## src/hdl/idle_pb_pkg.sv

```systemverilog
// shared constants for the idle mode and peripheral bus clock controller
package idle_pb_pkg;

    // ****************************************
    // register map (byte addresses, word aligned)
    // ****************************************
    localparam logic [7:0] OSC_CTRL_OFFSET = 8'h00;
    localparam logic [7:0] STATUS_OFFSET = 8'h04;
    localparam logic [7:0] STOP_IDLE_OFFSET = 8'h08;
    localparam logic [7:0] WDT_CTRL_OFFSET = 8'h0C;
    localparam logic [7:0] CFG_WORD_OFFSET = 8'h10;
    localparam logic [7:0] PB_SCRATCH_OFFSET = 8'h14;

    // ****************************************
    // oscillator control register fields
    // ****************************************
    localparam int OSC_SWITCH_BIT = 0;
    localparam int OSC_NEEDS_START_BIT = 1;
    localparam int OSC_SLEEP_EN_BIT = 4;
    localparam int OSC_DIV_LSB = 19;
    localparam int OSC_DIV_MSB = 20;
    localparam logic [1:0] DIV_RESET = 2'h0;

    // ****************************************
    // status register fields
    // ****************************************
    localparam int STAT_IDLE_BIT = 0;
    localparam int STAT_SWITCH_BUSY_BIT = 1;
    localparam int STAT_WDT_EN_BIT = 2;

    // ****************************************
    // device configuration word one fields
    // ****************************************
    localparam int CFG_WIN_LSB = 24;
    localparam int CFG_WIN_MSB = 25;
    localparam int CFG_FORCE_EN_BIT = 23;
    localparam int CFG_WIN_DIS_BIT = 22;
    localparam int CFG_PS_LSB = 16;
    localparam int CFG_PS_MSB = 20;
    localparam logic [4:0] PS_CODE_MAX = 5'h14;
    localparam logic [9:0] WIN_PCT10_25 = 10'h0FA;
    localparam logic [9:0] WIN_PCT10_37P5 = 10'h177;
    localparam logic [9:0] WIN_PCT10_50 = 10'h1F4;
    localparam logic [9:0] WIN_PCT10_75 = 10'h2EE;

    // ****************************************
    // timing
    // ****************************************
    localparam int CLK_HZ = 10000000;
    localparam int OSC_STARTUP_US = 100;
    localparam int OSC_STARTUP_CYCLES = (OSC_STARTUP_US * (CLK_HZ / 1000000) > 0) ?
                                        OSC_STARTUP_US * (CLK_HZ / 1000000) : 1;

    // idle controller states, one-hot
    typedef enum logic [1:0] {
        ST_RUN = 2'b01,
        ST_IDLE = 2'b10
    } idle_state_e;

endpackage

```

## src/hdl/pb_clock_divider.sv

```systemverilog
// peripheral bus clock enable generator, ratio 1:1 to 1:8
`timescale 1ns/1ps
module pb_clock_divider (
    input wire logic i_clk,
    input wire logic i_rst,
    input wire logic [1:0] i_divisor,
    output logic o_tick
);

    logic [2:0] cnt_r;
    logic [2:0] limit;

    // binary divisor code to terminal count
    always_comb begin
        case (i_divisor)
            2'h0: limit = 3'h0;
            2'h1: limit = 3'h1;
            2'h2: limit = 3'h3;
            2'h3: limit = 3'h7;
            default: limit = 3'h0;
        endcase
    end

    // a divisor change takes effect at once: a count already past the new
    // limit ends the period, so no period is ever longer than eight cycles
    always_ff @(posedge i_clk) begin
        if (i_rst) begin
            cnt_r <= 3'h0;
            o_tick <= 1'b0;
        end else begin
            o_tick <= (cnt_r >= limit);
            if (cnt_r >= limit) begin
                cnt_r <= 3'h0;
            end else begin
                cnt_r <= cnt_r + 3'h1;
            end
        end
    end

endmodule

```

## src/hdl/wdt_config_decoder.sv

```systemverilog
// decodes the watchdog fields of configuration word one
`timescale 1ns/1ps
module wdt_config_decoder
    import idle_pb_pkg::*;
(
    input wire logic [31:0] i_cfg,
    output logic [9:0] o_window_pct10,
    output logic o_force_enable,
    output logic o_window_mode,
    output logic [4:0] o_postscale_exp
);

    logic [4:0] ps_code;

    // window size in tenths of a percent
    always_comb begin
        case (i_cfg[CFG_WIN_MSB:CFG_WIN_LSB])
            2'h3: o_window_pct10 = WIN_PCT10_25;
            2'h2: o_window_pct10 = WIN_PCT10_37P5;
            2'h1: o_window_pct10 = WIN_PCT10_50;
            2'h0: o_window_pct10 = WIN_PCT10_75;
            default: o_window_pct10 = WIN_PCT10_75;
        endcase
    end

    // enable and window mode flags; postscale clamps at the top code
    always_comb begin
        o_force_enable = i_cfg[CFG_FORCE_EN_BIT];
        o_window_mode = ~i_cfg[CFG_WIN_DIS_BIT];
        ps_code = i_cfg[CFG_PS_MSB:CFG_PS_LSB];
        o_postscale_exp = (ps_code > PS_CODE_MAX) ? PS_CODE_MAX : ps_code;
    end

endmodule

```

## src/hdl/idle_pb_clock_ctrl.sv

```systemverilog
// idle mode controller, peripheral bus clock divider and watchdog config decode
//
// Operation
// in idle the cpu halts while the system clock keeps running
// a peripheral with its stop-in-idle bit set stops during idle
// wait instruction with sleep enable clear enters idle
// enabled interrupt above cpu priority wakes from idle
// enabled interrupt at or below cpu priority leaves the cpu halted
// any reset or a watchdog time-out also leaves idle
// switch to stopped crystal or pll source waits start-up; idle exit waits not
// two-bit divisor at bits 20:19 sets ratio 1:1, 1:2, 1:4, 1:8
// only peripheral bus logic follows the divisor; system clock users do not
// peripheral read completes at next peripheral clock edge
// software picks the largest divisor giving acceptable performance
// software recomputes peripheral timing after divisor change
// window field 11/10/01/00 gives 25, 37.5, 50, 75 percent
// config bit 23 forces watchdog on; clear leaves it to software
// config bit 22 set means non-window mode, clear window mode
// five-bit postscale field selects powers of two up to 1:1048576
// postscale codes above the top code act as the top code
// reserved configuration bits are programmed to one
// software keeps the primary oscillator on while it is selected
// divisor codes 00, 01, 10, 11 mean 1:1, 1:2, 1:4, 1:8
//
// Chosen here: the placing of the registers and the Avalon-MM register port.
`timescale 1ns/1ps
module idle_pb_clock_ctrl
    import idle_pb_pkg::*;
#(
    parameter int NUM_PERIPH = 8,
    parameter int STARTUP_CYCLES = OSC_STARTUP_CYCLES
) (
    input wire logic i_clk,
    input wire logic i_rst,
    // avalon-mm slave
    input wire logic [7:0] i_address,
    input wire logic i_read,
    input wire logic i_write,
    input wire logic [31:0] i_writedata,
    input wire logic [3:0] i_byteenable,
    output logic [31:0] o_readdata,
    output logic o_waitrequest,
    // cpu side events
    input wire logic i_wait_instr,
    input wire logic i_irq_valid,
    input wire logic i_irq_enabled,
    input wire logic [2:0] i_irq_priority,
    input wire logic [2:0] i_cpu_priority,
    input wire logic i_wdt_timeout,
    // programmed configuration word, static after power-up
    input wire logic [31:0] i_config_word,
    // clock and idle outputs
    output logic o_cpu_halt,
    output logic o_idle,
    output logic o_pb_clk_en,
    output logic [NUM_PERIPH-1:0] o_periph_clk_en,
    output logic o_clk_switch_busy,
    output logic o_clk_switch_done,
    // watchdog configuration
    output logic o_wdt_enable,
    output logic o_wdt_window_mode,
    output logic [9:0] o_wdt_window_pct10,
    output logic [4:0] o_wdt_postscale_exp
);

    // ****************************************
    // elaboration checks
    // ****************************************
    if (NUM_PERIPH < 1 || NUM_PERIPH > 32) begin : g_bad_num_periph
        $error("NUM_PERIPH must lie between 1 and 32");
    end
    if (STARTUP_CYCLES < 1 || STARTUP_CYCLES > 65535) begin : g_bad_startup
        $error("STARTUP_CYCLES must lie between 1 and 65535");
    end

    // ****************************************
    // declarations
    // ****************************************
    idle_state_e state_r;
    idle_state_e state_nxt;
    logic sleep_en_r;
    logic needs_start_r;
    logic [1:0] div_r;
    logic [NUM_PERIPH-1:0] stop_idle_r;
    logic wdt_sw_en_r;
    logic [31:0] cfg_r;
    logic cfg_loaded_r;
    logic [31:0] pb_scratch_r;
    logic [15:0] start_cnt_r;
    logic pb_tick;
    logic wake;
    logic req;
    logic done;
    logic ready;
    logic wr_en;
    logic [31:0] wmask;
    logic [31:0] rd_mux;
    logic [31:0] osc_word;
    logic [9:0] win_pct10;
    logic force_en;
    logic window_mode;
    logic [4:0] ps_exp;

    // ****************************************
    // sub-blocks
    // ****************************************

    // peripheral bus clock enable from the divisor field
    pb_clock_divider u_div (
        .i_clk(i_clk),
        .i_rst(i_rst),
        .i_divisor(div_r),
        .o_tick(pb_tick)
    );

    // watchdog fields of the captured configuration word
    wdt_config_decoder u_cfg (
        .i_cfg(cfg_r),
        .o_window_pct10(win_pct10),
        .o_force_enable(force_en),
        .o_window_mode(window_mode),
        .o_postscale_exp(ps_exp)
    );

    // ****************************************
    // bus handshake
    // ****************************************

    // byte enables widen to a bit mask for writes
    always_comb begin
        wmask = {{8{i_byteenable[3]}}, {8{i_byteenable[2]}},
                 {8{i_byteenable[1]}}, {8{i_byteenable[0]}}};
    end

    // request is live until the edge where waitrequest is seen low
    assign req = i_read | i_write;
    assign done = req & ~o_waitrequest;
    assign wr_en = i_write & done;

    // peripheral bus registers answer only on a peripheral clock edge
    assign ready = (i_address == PB_SCRATCH_OFFSET) ? pb_tick : 1'b1;

    // waitrequest idles high and drops for exactly one cycle per access
    always_ff @(posedge i_clk) begin
        if (i_rst) begin
            o_waitrequest <= 1'b1;
        end else begin
            o_waitrequest <= ~(req & o_waitrequest & ready);
        end
    end

    // ****************************************
    // oscillator control register
    // ****************************************

    // sleep enable and divisor fields, byte-lane masked
    always_ff @(posedge i_clk) begin
        if (i_rst) begin
            sleep_en_r <= 1'b0;
            needs_start_r <= 1'b0;
            div_r <= DIV_RESET;
        end else if (wr_en && i_address == OSC_CTRL_OFFSET) begin
            if (wmask[OSC_SLEEP_EN_BIT]) begin
                sleep_en_r <= i_writedata[OSC_SLEEP_EN_BIT];
            end
            if (wmask[OSC_NEEDS_START_BIT]) begin
                needs_start_r <= i_writedata[OSC_NEEDS_START_BIT];
            end
            if (wmask[OSC_DIV_MSB]) begin
                div_r <= i_writedata[OSC_DIV_MSB:OSC_DIV_LSB];
            end
        end
    end

    // clock switch: a stopped crystal or pll source needs its start-up count;
    // a switch is requested by writing one to the switch bit and ignored while busy
    always_ff @(posedge i_clk) begin
        if (i_rst) begin
            start_cnt_r <= 16'h0000;
            o_clk_switch_busy <= 1'b0;
            o_clk_switch_done <= 1'b0;
        end else begin
            o_clk_switch_done <= 1'b0;
            if (o_clk_switch_busy) begin
                if (start_cnt_r == 16'h0001) begin
                    o_clk_switch_busy <= 1'b0;
                    o_clk_switch_done <= 1'b1;
                end
                start_cnt_r <= start_cnt_r - 16'h0001;
            end else if (wr_en && i_address == OSC_CTRL_OFFSET &&
                         wmask[OSC_SWITCH_BIT] && i_writedata[OSC_SWITCH_BIT]) begin
                if (i_writedata[OSC_NEEDS_START_BIT]) begin
                    start_cnt_r <= 16'(STARTUP_CYCLES);
                    o_clk_switch_busy <= 1'b1;
                end else begin
                    o_clk_switch_done <= 1'b1;
                end
            end
        end
    end

    // ****************************************
    // other software registers
    // ****************************************

    // per-peripheral stop-in-idle mask
    always_ff @(posedge i_clk) begin
        if (i_rst) begin
            stop_idle_r <= '0;
        end else if (wr_en && i_address == STOP_IDLE_OFFSET) begin
            stop_idle_r <= (stop_idle_r & ~wmask[NUM_PERIPH-1:0]) |
                           (i_writedata[NUM_PERIPH-1:0] & wmask[NUM_PERIPH-1:0]);
        end
    end

    // software watchdog enable; when forced on the bit is moot
    always_ff @(posedge i_clk) begin
        if (i_rst) begin
            wdt_sw_en_r <= 1'b0;
        end else if (wr_en && i_address == WDT_CTRL_OFFSET && wmask[0]) begin
            wdt_sw_en_r <= i_writedata[0];
        end
    end

    // scratch word living on the peripheral bus
    always_ff @(posedge i_clk) begin
        if (i_rst) begin
            pb_scratch_r <= 32'h0000_0000;
        end else if (wr_en && i_address == PB_SCRATCH_OFFSET) begin
            pb_scratch_r <= (pb_scratch_r & ~wmask) | (i_writedata & wmask);
        end
    end

    // configuration word is caught once, in the first cycle after reset release
    always_ff @(posedge i_clk) begin
        if (i_rst) begin
            cfg_r <= 32'h0000_0000;
            cfg_loaded_r <= 1'b0;
        end else if (!cfg_loaded_r) begin
            cfg_r <= i_config_word;
            cfg_loaded_r <= 1'b1;
        end
    end

    // ****************************************
    // read path
    // ****************************************

    // osc control read-back; switch bit reads as busy
    always_comb begin
        osc_word = 32'h0000_0000;
        osc_word[OSC_SWITCH_BIT] = o_clk_switch_busy;
        osc_word[OSC_NEEDS_START_BIT] = needs_start_r;
        osc_word[OSC_SLEEP_EN_BIT] = sleep_en_r;
        osc_word[OSC_DIV_MSB:OSC_DIV_LSB] = div_r;
    end

    // unmapped addresses read as zero
    always_comb begin
        rd_mux = 32'h0000_0000;
        case (i_address)
            OSC_CTRL_OFFSET: rd_mux = osc_word;
            STATUS_OFFSET: begin
                rd_mux[STAT_IDLE_BIT] = o_idle;
                rd_mux[STAT_SWITCH_BUSY_BIT] = o_clk_switch_busy;
                rd_mux[STAT_WDT_EN_BIT] = o_wdt_enable;
            end
            STOP_IDLE_OFFSET: rd_mux[NUM_PERIPH-1:0] = stop_idle_r;
            WDT_CTRL_OFFSET: rd_mux[0] = wdt_sw_en_r;
            CFG_WORD_OFFSET: rd_mux = cfg_r;
            PB_SCRATCH_OFFSET: rd_mux = pb_scratch_r;
            default: rd_mux = 32'h0000_0000;
        endcase
    end

    // read data is loaded as waitrequest drops and held until the next read
    always_ff @(posedge i_clk) begin
        if (i_rst) begin
            o_readdata <= 32'h0000_0000;
        end else if (i_read && o_waitrequest && ready) begin
            o_readdata <= rd_mux;
        end
    end

    // ****************************************
    // idle state machine
    // ****************************************

    // wake needs strict priority; equal or lower keeps the cpu halted
    assign wake = i_wdt_timeout |
                  (i_irq_valid & i_irq_enabled & (i_irq_priority > i_cpu_priority));

    // sleep itself is out of scope: wait with sleep enable set does nothing here
    always_comb begin
        state_nxt = state_r;
        case (state_r)
            ST_RUN: begin
                if (i_wait_instr && !sleep_en_r) begin
                    state_nxt = ST_IDLE;
                end
            end
            ST_IDLE: begin
                if (wake) begin
                    state_nxt = ST_RUN;
                end
            end
            default: state_nxt = ST_RUN;
        endcase
    end

    // synchronous reset is itself an idle exit; no start-up delay on wake
    always_ff @(posedge i_clk) begin
        if (i_rst) begin
            state_r <= ST_RUN;
        end else begin
            state_r <= state_nxt;
        end
    end

    // halt follows the state; the system clock is never gated here
    always_ff @(posedge i_clk) begin
        if (i_rst) begin
            o_cpu_halt <= 1'b0;
            o_idle <= 1'b0;
        end else begin
            o_cpu_halt <= (state_nxt == ST_IDLE);
            o_idle <= (state_nxt == ST_IDLE);
        end
    end

    // ****************************************
    // peripheral clock enables
    // ****************************************

    // only peripheral bus users see the divided enable; system clock users
    // such as dma and the interrupt controller take i_clk ungated
    always_ff @(posedge i_clk) begin
        if (i_rst) begin
            o_pb_clk_en <= 1'b0;
            o_periph_clk_en <= '0;
        end else begin
            o_pb_clk_en <= pb_tick;
            o_periph_clk_en <= {NUM_PERIPH{pb_tick}} &
                               ~({NUM_PERIPH{state_nxt == ST_IDLE}} & stop_idle_r);
        end
    end

    // ****************************************
    // watchdog configuration outputs
    // ****************************************

    // forced enable overrides a software disable
    always_ff @(posedge i_clk) begin
        if (i_rst) begin
            o_wdt_enable <= 1'b0;
            o_wdt_window_mode <= 1'b0;
            o_wdt_window_pct10 <= 10'h000;
            o_wdt_postscale_exp <= 5'h00;
        end else begin
            o_wdt_enable <= force_en | wdt_sw_en_r;
            o_wdt_window_mode <= window_mode;
            o_wdt_window_pct10 <= win_pct10;
            o_wdt_postscale_exp <= ps_exp;
        end
    end

endmodule

```

## config.mk

```make
export PLATFORM = sky130hd
export DESIGN_NAME = idle_pb_clock_ctrl
export DESIGN_NICKNAME = d
export VERILOG_FILES = /design/src/hdl/idle_pb_pkg.sv /design/src/hdl/pb_clock_divider.sv /design/src/hdl/wdt_config_decoder.sv /design/src/hdl/idle_pb_clock_ctrl.sv
export SDC_FILE = /design/constraint.sdc
export NUM_CORES = 1
export LEC_CHECK = 0
export ABC_AREA = 1
export BUFFER_PORTS_ARGS = -buffer_cell sky130_fd_sc_hd__buf_2
export CORE_AREA = 2 2 120 122
export DETAILED_ROUTE_END_ITERATION = 8
export DIE_AREA = 0 0 122 124
export PLACE_DENSITY_LB_ADDON = 0.15
export SYNTH_ARGS = -nofsm -noshare
export SYNTH_HDL_FRONTEND = slang
export SYNTH_SLANG_ARGS = --single-unit
```

## constraint.sdc

```tcl
create_clock -name i_clk -period 1.8 [get_ports i_clk]
set_clock_uncertainty 0.2 [all_clocks]
set_input_delay 0 -clock i_clk [delete_from_list [all_inputs] [get_ports i_clk]]
set_output_delay 0 -clock i_clk [all_outputs]
set_load 0.05 [all_outputs]
```

# Yosys cells after proc, flatten, opt, wreduce, memory -nomap -nowiden
# Index checks and enable logic that the tools add are counted.
classes:
  magnitude_cmp: 3
  n_mux: 23
  bitwise: 23
  n_eq_ne: 15
  reduce_logical: 21
  addsub: 2
op_table:
  columns: ["op", "count"]
  rows:
  - ["one-hot mux 24 bit (3 select lines)", 1]
  - ["AND 32 bit", 2]
  - ["2-to-1 mux 16 bit", 3]
  - ["one-hot mux 10 bit (4 select lines)", 1]
  - ["AND 8 bit", 4]
  - ["inverter 32 bit", 1]
  - ["OR 32 bit", 1]
  - ["one-hot mux 5 bit (4 select lines)", 1]
  - ["== test 16 x 1 -> 1 bit, second input constant", 1]
  - ["== test 8 x 4 -> 1 bit, second input constant", 2]
  - ["== test 8 x 5 -> 1 bit, second input constant", 2]
  - ["inverter 8 bit", 2]
  - ["subtractor 16 x 1 -> 16 bit, second input constant", 1]
  - ["== test 2 bit, second input constant", 6]
  - ["one-hot mux 3 bit (4 select lines)", 1]
  - ["logical AND 1 bit", 10]
  - ["2-to-1 mux 1 bit", 10]
  - ["one-hot mux 2 bit (5 select lines)", 1]
  - ["== test 8 x 3 -> 1 bit, second input constant", 1]
  - ["zero test 8 bit", 1]
  - ["OR 8 bit", 1]
  - ["AND 1 bit", 6]
  - ["== test 2 x 1 -> 1 bit, second input constant", 3]
  - ["one-hot mux 1 bit (6 select lines)", 1]
  - ["14 further kinds", 24]
word_totals:
  register_bits: 162
  wordCells: 111
  input_bits: 90
  output_inout_bits: 63

# Logic depth before layout (Yosys ltp)
logic_depth:
  depth_word: 9
  mapped_depth: 11
  mapped_depth_nobuf: 11

# Modules after synthesis
# From an unflattened synthesis, not the netlist that was laid out.
unflattened:
  hier_cells: 943
  area_unflattened_um2: 7111.8
by_module_without_submodules:
  columns: ["module", "n_inst", "area_each_um2", "cells_per_inst", "seq_area_each_um2"]
  rows:
  - ["idle_pb_clock_ctrl", 1, 6695.2, 885, 3163.0]
  - ["pb_clock_divider", 1, 217.7, 26, 80.1]
  - ["wdt_config_decoder", 1, 198.9, 32, 0.0]

# Worst setup path after synthesis
# OpenSTA, ideal clock, no wires.
synth_path:
  path_type: "reg-to-reg"
  startpoint: "register o_clk_switch_busy"
  endpoint: "register start_cnt_r[14]"
  path_stages_with_launch: 7
  arrival_time_ps: 1486
  setup_slack_ps: -5
  setup_time_ps: 119
  synth_period_minus_slack_ps: 1805
  path_cell_list: "dfxtp_1 -> clkbuf_1 -> inv_1 -> nor3_1 -> nand2_1 -> o21ai_0 -> a21oi_1"
synth_via:
  elab_chain_cells: 2
  elab_cells_between_ends: 4
synth_rtl:
  columns: ["element", "line", "source"]
  rows:
  - ["start, declared", "idle_pb_clock_ctrl.sv:57", "output logic o_clk_switch_busy,"]
  - ["start signal, assigned", "idle_pb_clock_ctrl.sv:180", "o_clk_switch_busy <= 1'b0;"]
  - ["start signal, assigned", "idle_pb_clock_ctrl.sv:186", "o_clk_switch_busy <= 1'b0;"]
  - ["start signal, assigned", "idle_pb_clock_ctrl.sv:194", "o_clk_switch_busy <= 1'b1;"]
  - ["nonzero test 2 bit (no source line)", null, null]
  - ["AND reduction 2 bit (no source line)", null, null]
  - ["end signal, assigned", "idle_pb_clock_ctrl.sv:189", "start_cnt_r <= start_cnt_r - 16'h0001;"]
  - ["end signal, assigned", "idle_pb_clock_ctrl.sv:193", "start_cnt_r <= 16'(STARTUP_CYCLES);"]
  - ["end, declared", "idle_pb_clock_ctrl.sv:89", "logic [15:0] start_cnt_r;"]
# Several ways; a longest one is shown, not always the timed one.
# A chain may end at the register's enable or synchronous reset.

# Worst setup path after layout
layout_path:
  startpoint: "register state_r[0]"
  endpoint: "register o_periph_clk_en[7]"
layout_via:
  elab_chain_cells: 6
  elab_cells_between_ends: 9
layout_rtl:
  columns: ["element", "line", "source"]
  rows:
  - ["start, declared", "idle_pb_clock_ctrl.sv:79", "idle_state_e state_r;"]
  - ["start signal, assigned", "idle_pb_clock_ctrl.sv:316", "state_r <= state_nxt;"]
  - ["== test 2 bit, or another cell as far along", "idle_pb_clock_ctrl.sv:296", "case (state_r)"]
  - ["one-hot mux 2 bit (2 select lines) *", "idle_pb_clock_ctrl.sv:296", null]
  - ["== test 2 bit *", "idle_pb_clock_ctrl.sv:344", "~({NUM_PERIPH{state_nxt == ST_IDLE}} & stop_idle_r);"]
  - ["AND 8 bit *", "idle_pb_clock_ctrl.sv:344", null]
  - ["inverter 8 bit *", "idle_pb_clock_ctrl.sv:344", null]
  - ["AND 8 bit *", "idle_pb_clock_ctrl.sv:343", "o_periph_clk_en <= {NUM_PERIPH{pb_tick}} &"]
  - ["end signal, assigned", "idle_pb_clock_ctrl.sv:343", null]
  - ["end, declared", "idle_pb_clock_ctrl.sv:56", "output logic [NUM_PERIPH-1:0] o_periph_clk_en,"]
# Mark *: on every way between the ends. The rest lies on a longest branch, timed or not.

==> impl_metrics.py <==
metrics = {
    "drt": {
        "drc": 0,
        "wl_per_cell_um": 13.8,
        "drt.antenna.violating_nets": 0,
        "avgViaCountPerCell": 4.95,
        "first_pass_iters": 5,
        "wl_um": 18700,
        "first_iter_violations": 327,
        "dr_total_vias": 6694,
    },
    "timing": {
        "worst_pin_slew_ps": 489,
        "setup_viol": 0,
        "fmax_mhz": 583,
        "drv_slew": 0,
        "hold_viol": 0,
        "worst_slack_ps": 84.0,
        "post-route-period-util_pct": 95.3,
        "slew_headroom_pct": 67.4,
        "fin_crit_ps": 1720,
    },
    "power_and_ir_drop": {
        "p_per_area_nw_per_um2": 916,
        "vdd_ir_drop_max_v": 0.000636,
        "leakage_nw": 4.27,
    },
    "synthesis": {
        "syn_area_um2": 6870,
        "synth_top_family_by_area": "simple AND/OR/NAND/NOR gates",
        "synth.distinct_cells": 38,
        "synth_fp_nets": 1017,
        "async_flop_share_pct": 0,
        "seq_area_frac_synth_pct": 46.9,
        "yosys-top-cells-count": "dfxtp_1, nand2_1, nor2_1",
        "synth_compound_area_share_pct": 17.6,
        "syn_avg_cell_area_um2": 7.55,
        "yosys.area.top_type_share_pct": 46.9,
        "synth_enable_flop_cells": 0,
        "netlist.top_cell.by_area": "dfxtp_1",
        "synth_xor_area_share_pct": 0.255,
        "ys.flop_type": "dfxtp_1",
        "synth_area_leaders": "dfxtp_1, nand2_1, o21ai_0, nor2_1, a21oi_1",
        "synthSimpleGateAreaFrac_pct": 23.2,
        "yosysWarnings": 0,
        "synthCells": 910,
        "synth-adder-area-share_pct": 3.09,
        "synthMuxAreaShare_pct": 0,
        "synth_most_common_cell": "dfxtp_1",
        "ys_ff_latch": 161,
    },
    "critical_path": {
        "crit_path_max_incr_delay_ps": 350,
        "critPathKind": "register to register",
        "worstPathMaxFanout": 9,
        "ff2ff_path_depth": 6,
        "critical-path-slowest-cell": "dfxtp_1",
        "critPathCaptureType": "register",
        "arrival_ps": 1820,
        "cp-start-kind": "register",
        "worstPathRequired_ps": 1910,
        "crit_chain": "inv_1 > ha_1 > a31oi_1 > nand3_4 > nor2_2 > nor2_1",
    },
    "clock_network": {
        "insertion_delay_ps": 430,
        "cts_max_path_buffers": 2,
        "clk_pin_slew_ps": 60,
        "cts_tree": "built",
        "cts-root-buf": "clkbuf_16",
        "numCtsBuffers": 17,
        "numClockSinks": 161,
        "htree_levels": 4,
    },
    "grt": {
        "grt_pass1_wl_um": 29400,
        "grt_max_degree": 59,
        "grt-ovfl-total": 0,
        "antenna_found_initial": 0,
        "grt_pass1_vias": 6207,
        "grt_use_total_pct": 24.8,
    },
    "floorplan": {
        "rows": 43,
        "ios": 153,
        "start_util_pct": 50.1,
        "die_y_um": 124,
        "die_w_um": 122,
        "die-area_um2": 15100,
        "coreArea_um2": 13700,
    },
    "min_path": {
        "holdPathStages": 8,
        "hold_class": "input pin to register",
    },
    "placed_design": {
        "pre_cts_slack_ps": 38.8,
        "io_buffers": 152,
        "gp_congestion": 0.834,
        "hpwl_um": 12100,
    },
    "run": {
        "drv_cap": 0,
    },
    "cells_and_area": {
        "nets": 1267,
        "post-route-util_pct": 69.5,
        "n_fill_cell": 1147,
        "drive_gt1_share_pct": 25.0,
        "diodes": 0,
        "areaGrowthSynthToFinish_pct": 38.7,
    },
    "status": {
        "outcome": "finished, final reports clean",
    },
}
per-layer routing:
metal | wire, um | track usage, % | part of all wire, %
met5 | 0 | 0 | 0
met3 | 818 | 4.53 | 4.4
met2 | 9180 | 43.3 | 49
met4 | 321 | 8.98 | 1.7
met1 | 8410 | 30.8 | 45
what timing repair did:
item | in CTS | in global routing
endpoints found under the setup margin | 0 | 84
gates resized for setup | 0 | 32
setup buffers | 0 | 3
hold endpoints to repair | 142 | 0
hold buffers | 88 | 0
placed cells by master (no fill, tap or decap), types with 3 or more instances in the layout:
cell / n
dfxtp_1: 159
buf_2: 152
nand2_1: 142
nor2_1: 128
o21ai_0: 95
inv_1: 93
dlygate4sd3_1: 88
a21oi_1: 72
nand3_1: 52
buf_4: 27
a21oi_2: 20
clkbuf_16: 18
nand2_2: 17
ha_1: 16
o21ai_2: 11
o21ai_1: 8
nand4_1: 7
inv_4: 6
inv_2: 6
bufinv_16: 5
clkinv_2: 5
nand2_4: 4
a31oi_1: 4
nor3_1: 4
nor2_2: 3
buf_12: 3
per-stage QoR:
| step | cells | hold WS (ps) | instance area, um^2 | power, mW | setup TNS (ps) |
|---|---|---|---|---|---|
| floorplan | 910 | -61.5 | 6870 | 4.38 | 0 |
| global placement | 1229 | 41.9 | 7880 | 4.64 | 0 |
| detailed placement | 1229 | 43.8 | 7880 | 4.66 | 0 |
| CTS | 1349 | 5.29 | 9400 | 8.70 | 0 |
| global route | 1353 | 77.2 | 9530 | 9.04 | -9.39 |
| finish | 1353 | 28.1 | 9530 | 8.73 | 0 |
layout make-up:
class,instances,area (um^2),share of cell area [%]
multi-input combinational,602,3080,32.3
timing repair buffer,272,1940,20.4
sequential,161,3230,33.8
clock inverter,11,184,1.93
tap,180,225,2.36
inverter,106,418,4.38
clock buffer,21,460,4.83
worst max-delay path, delay by kind of cell (launching register included):
kind	cells	cell delay (ps)
buffers and inverters	1	70
adders and majority gates	1	300
DFF	1	350
and+or+nand+nor	3	390
AOI/OAI and AO/OA	1	300
cell families after synthesis:
family                     count (synthesis)
buffers and inverters                    147
and+or+nand+nor                          368
adders and majority gates                 17
DFF                                      161
AOI/OAI and AO/OA                        215
xor gates and xnor gates                   2
power breakdown:
part | leakage (nW) | total, mW | switching (mW) | internal [mW]
sequential | 1.31 | 3.74 | 0.0619 | 3.68
clock | 0.321 | 3.93 | 1.41 | 2.52
combinational | 2.63 | 1.05 | 0.653 | 0.399
total | 4.27 | 8.73 | 2.12 | 6.60
worst paths after layout:
path	slack, ps	startpoint	to
hold reg to reg	220	cfg_r[22]	o_wdt_window_mode
setup reg to reg	80	state_r[0]	o_periph_clk_en[7]
hold / removal	30	i_cpu_priority[1]	state_r[1]
setup / recovery	80	state_r[0]	o_periph_clk_en[7]
No activity file was read; power rests on OpenSTA's default activity.
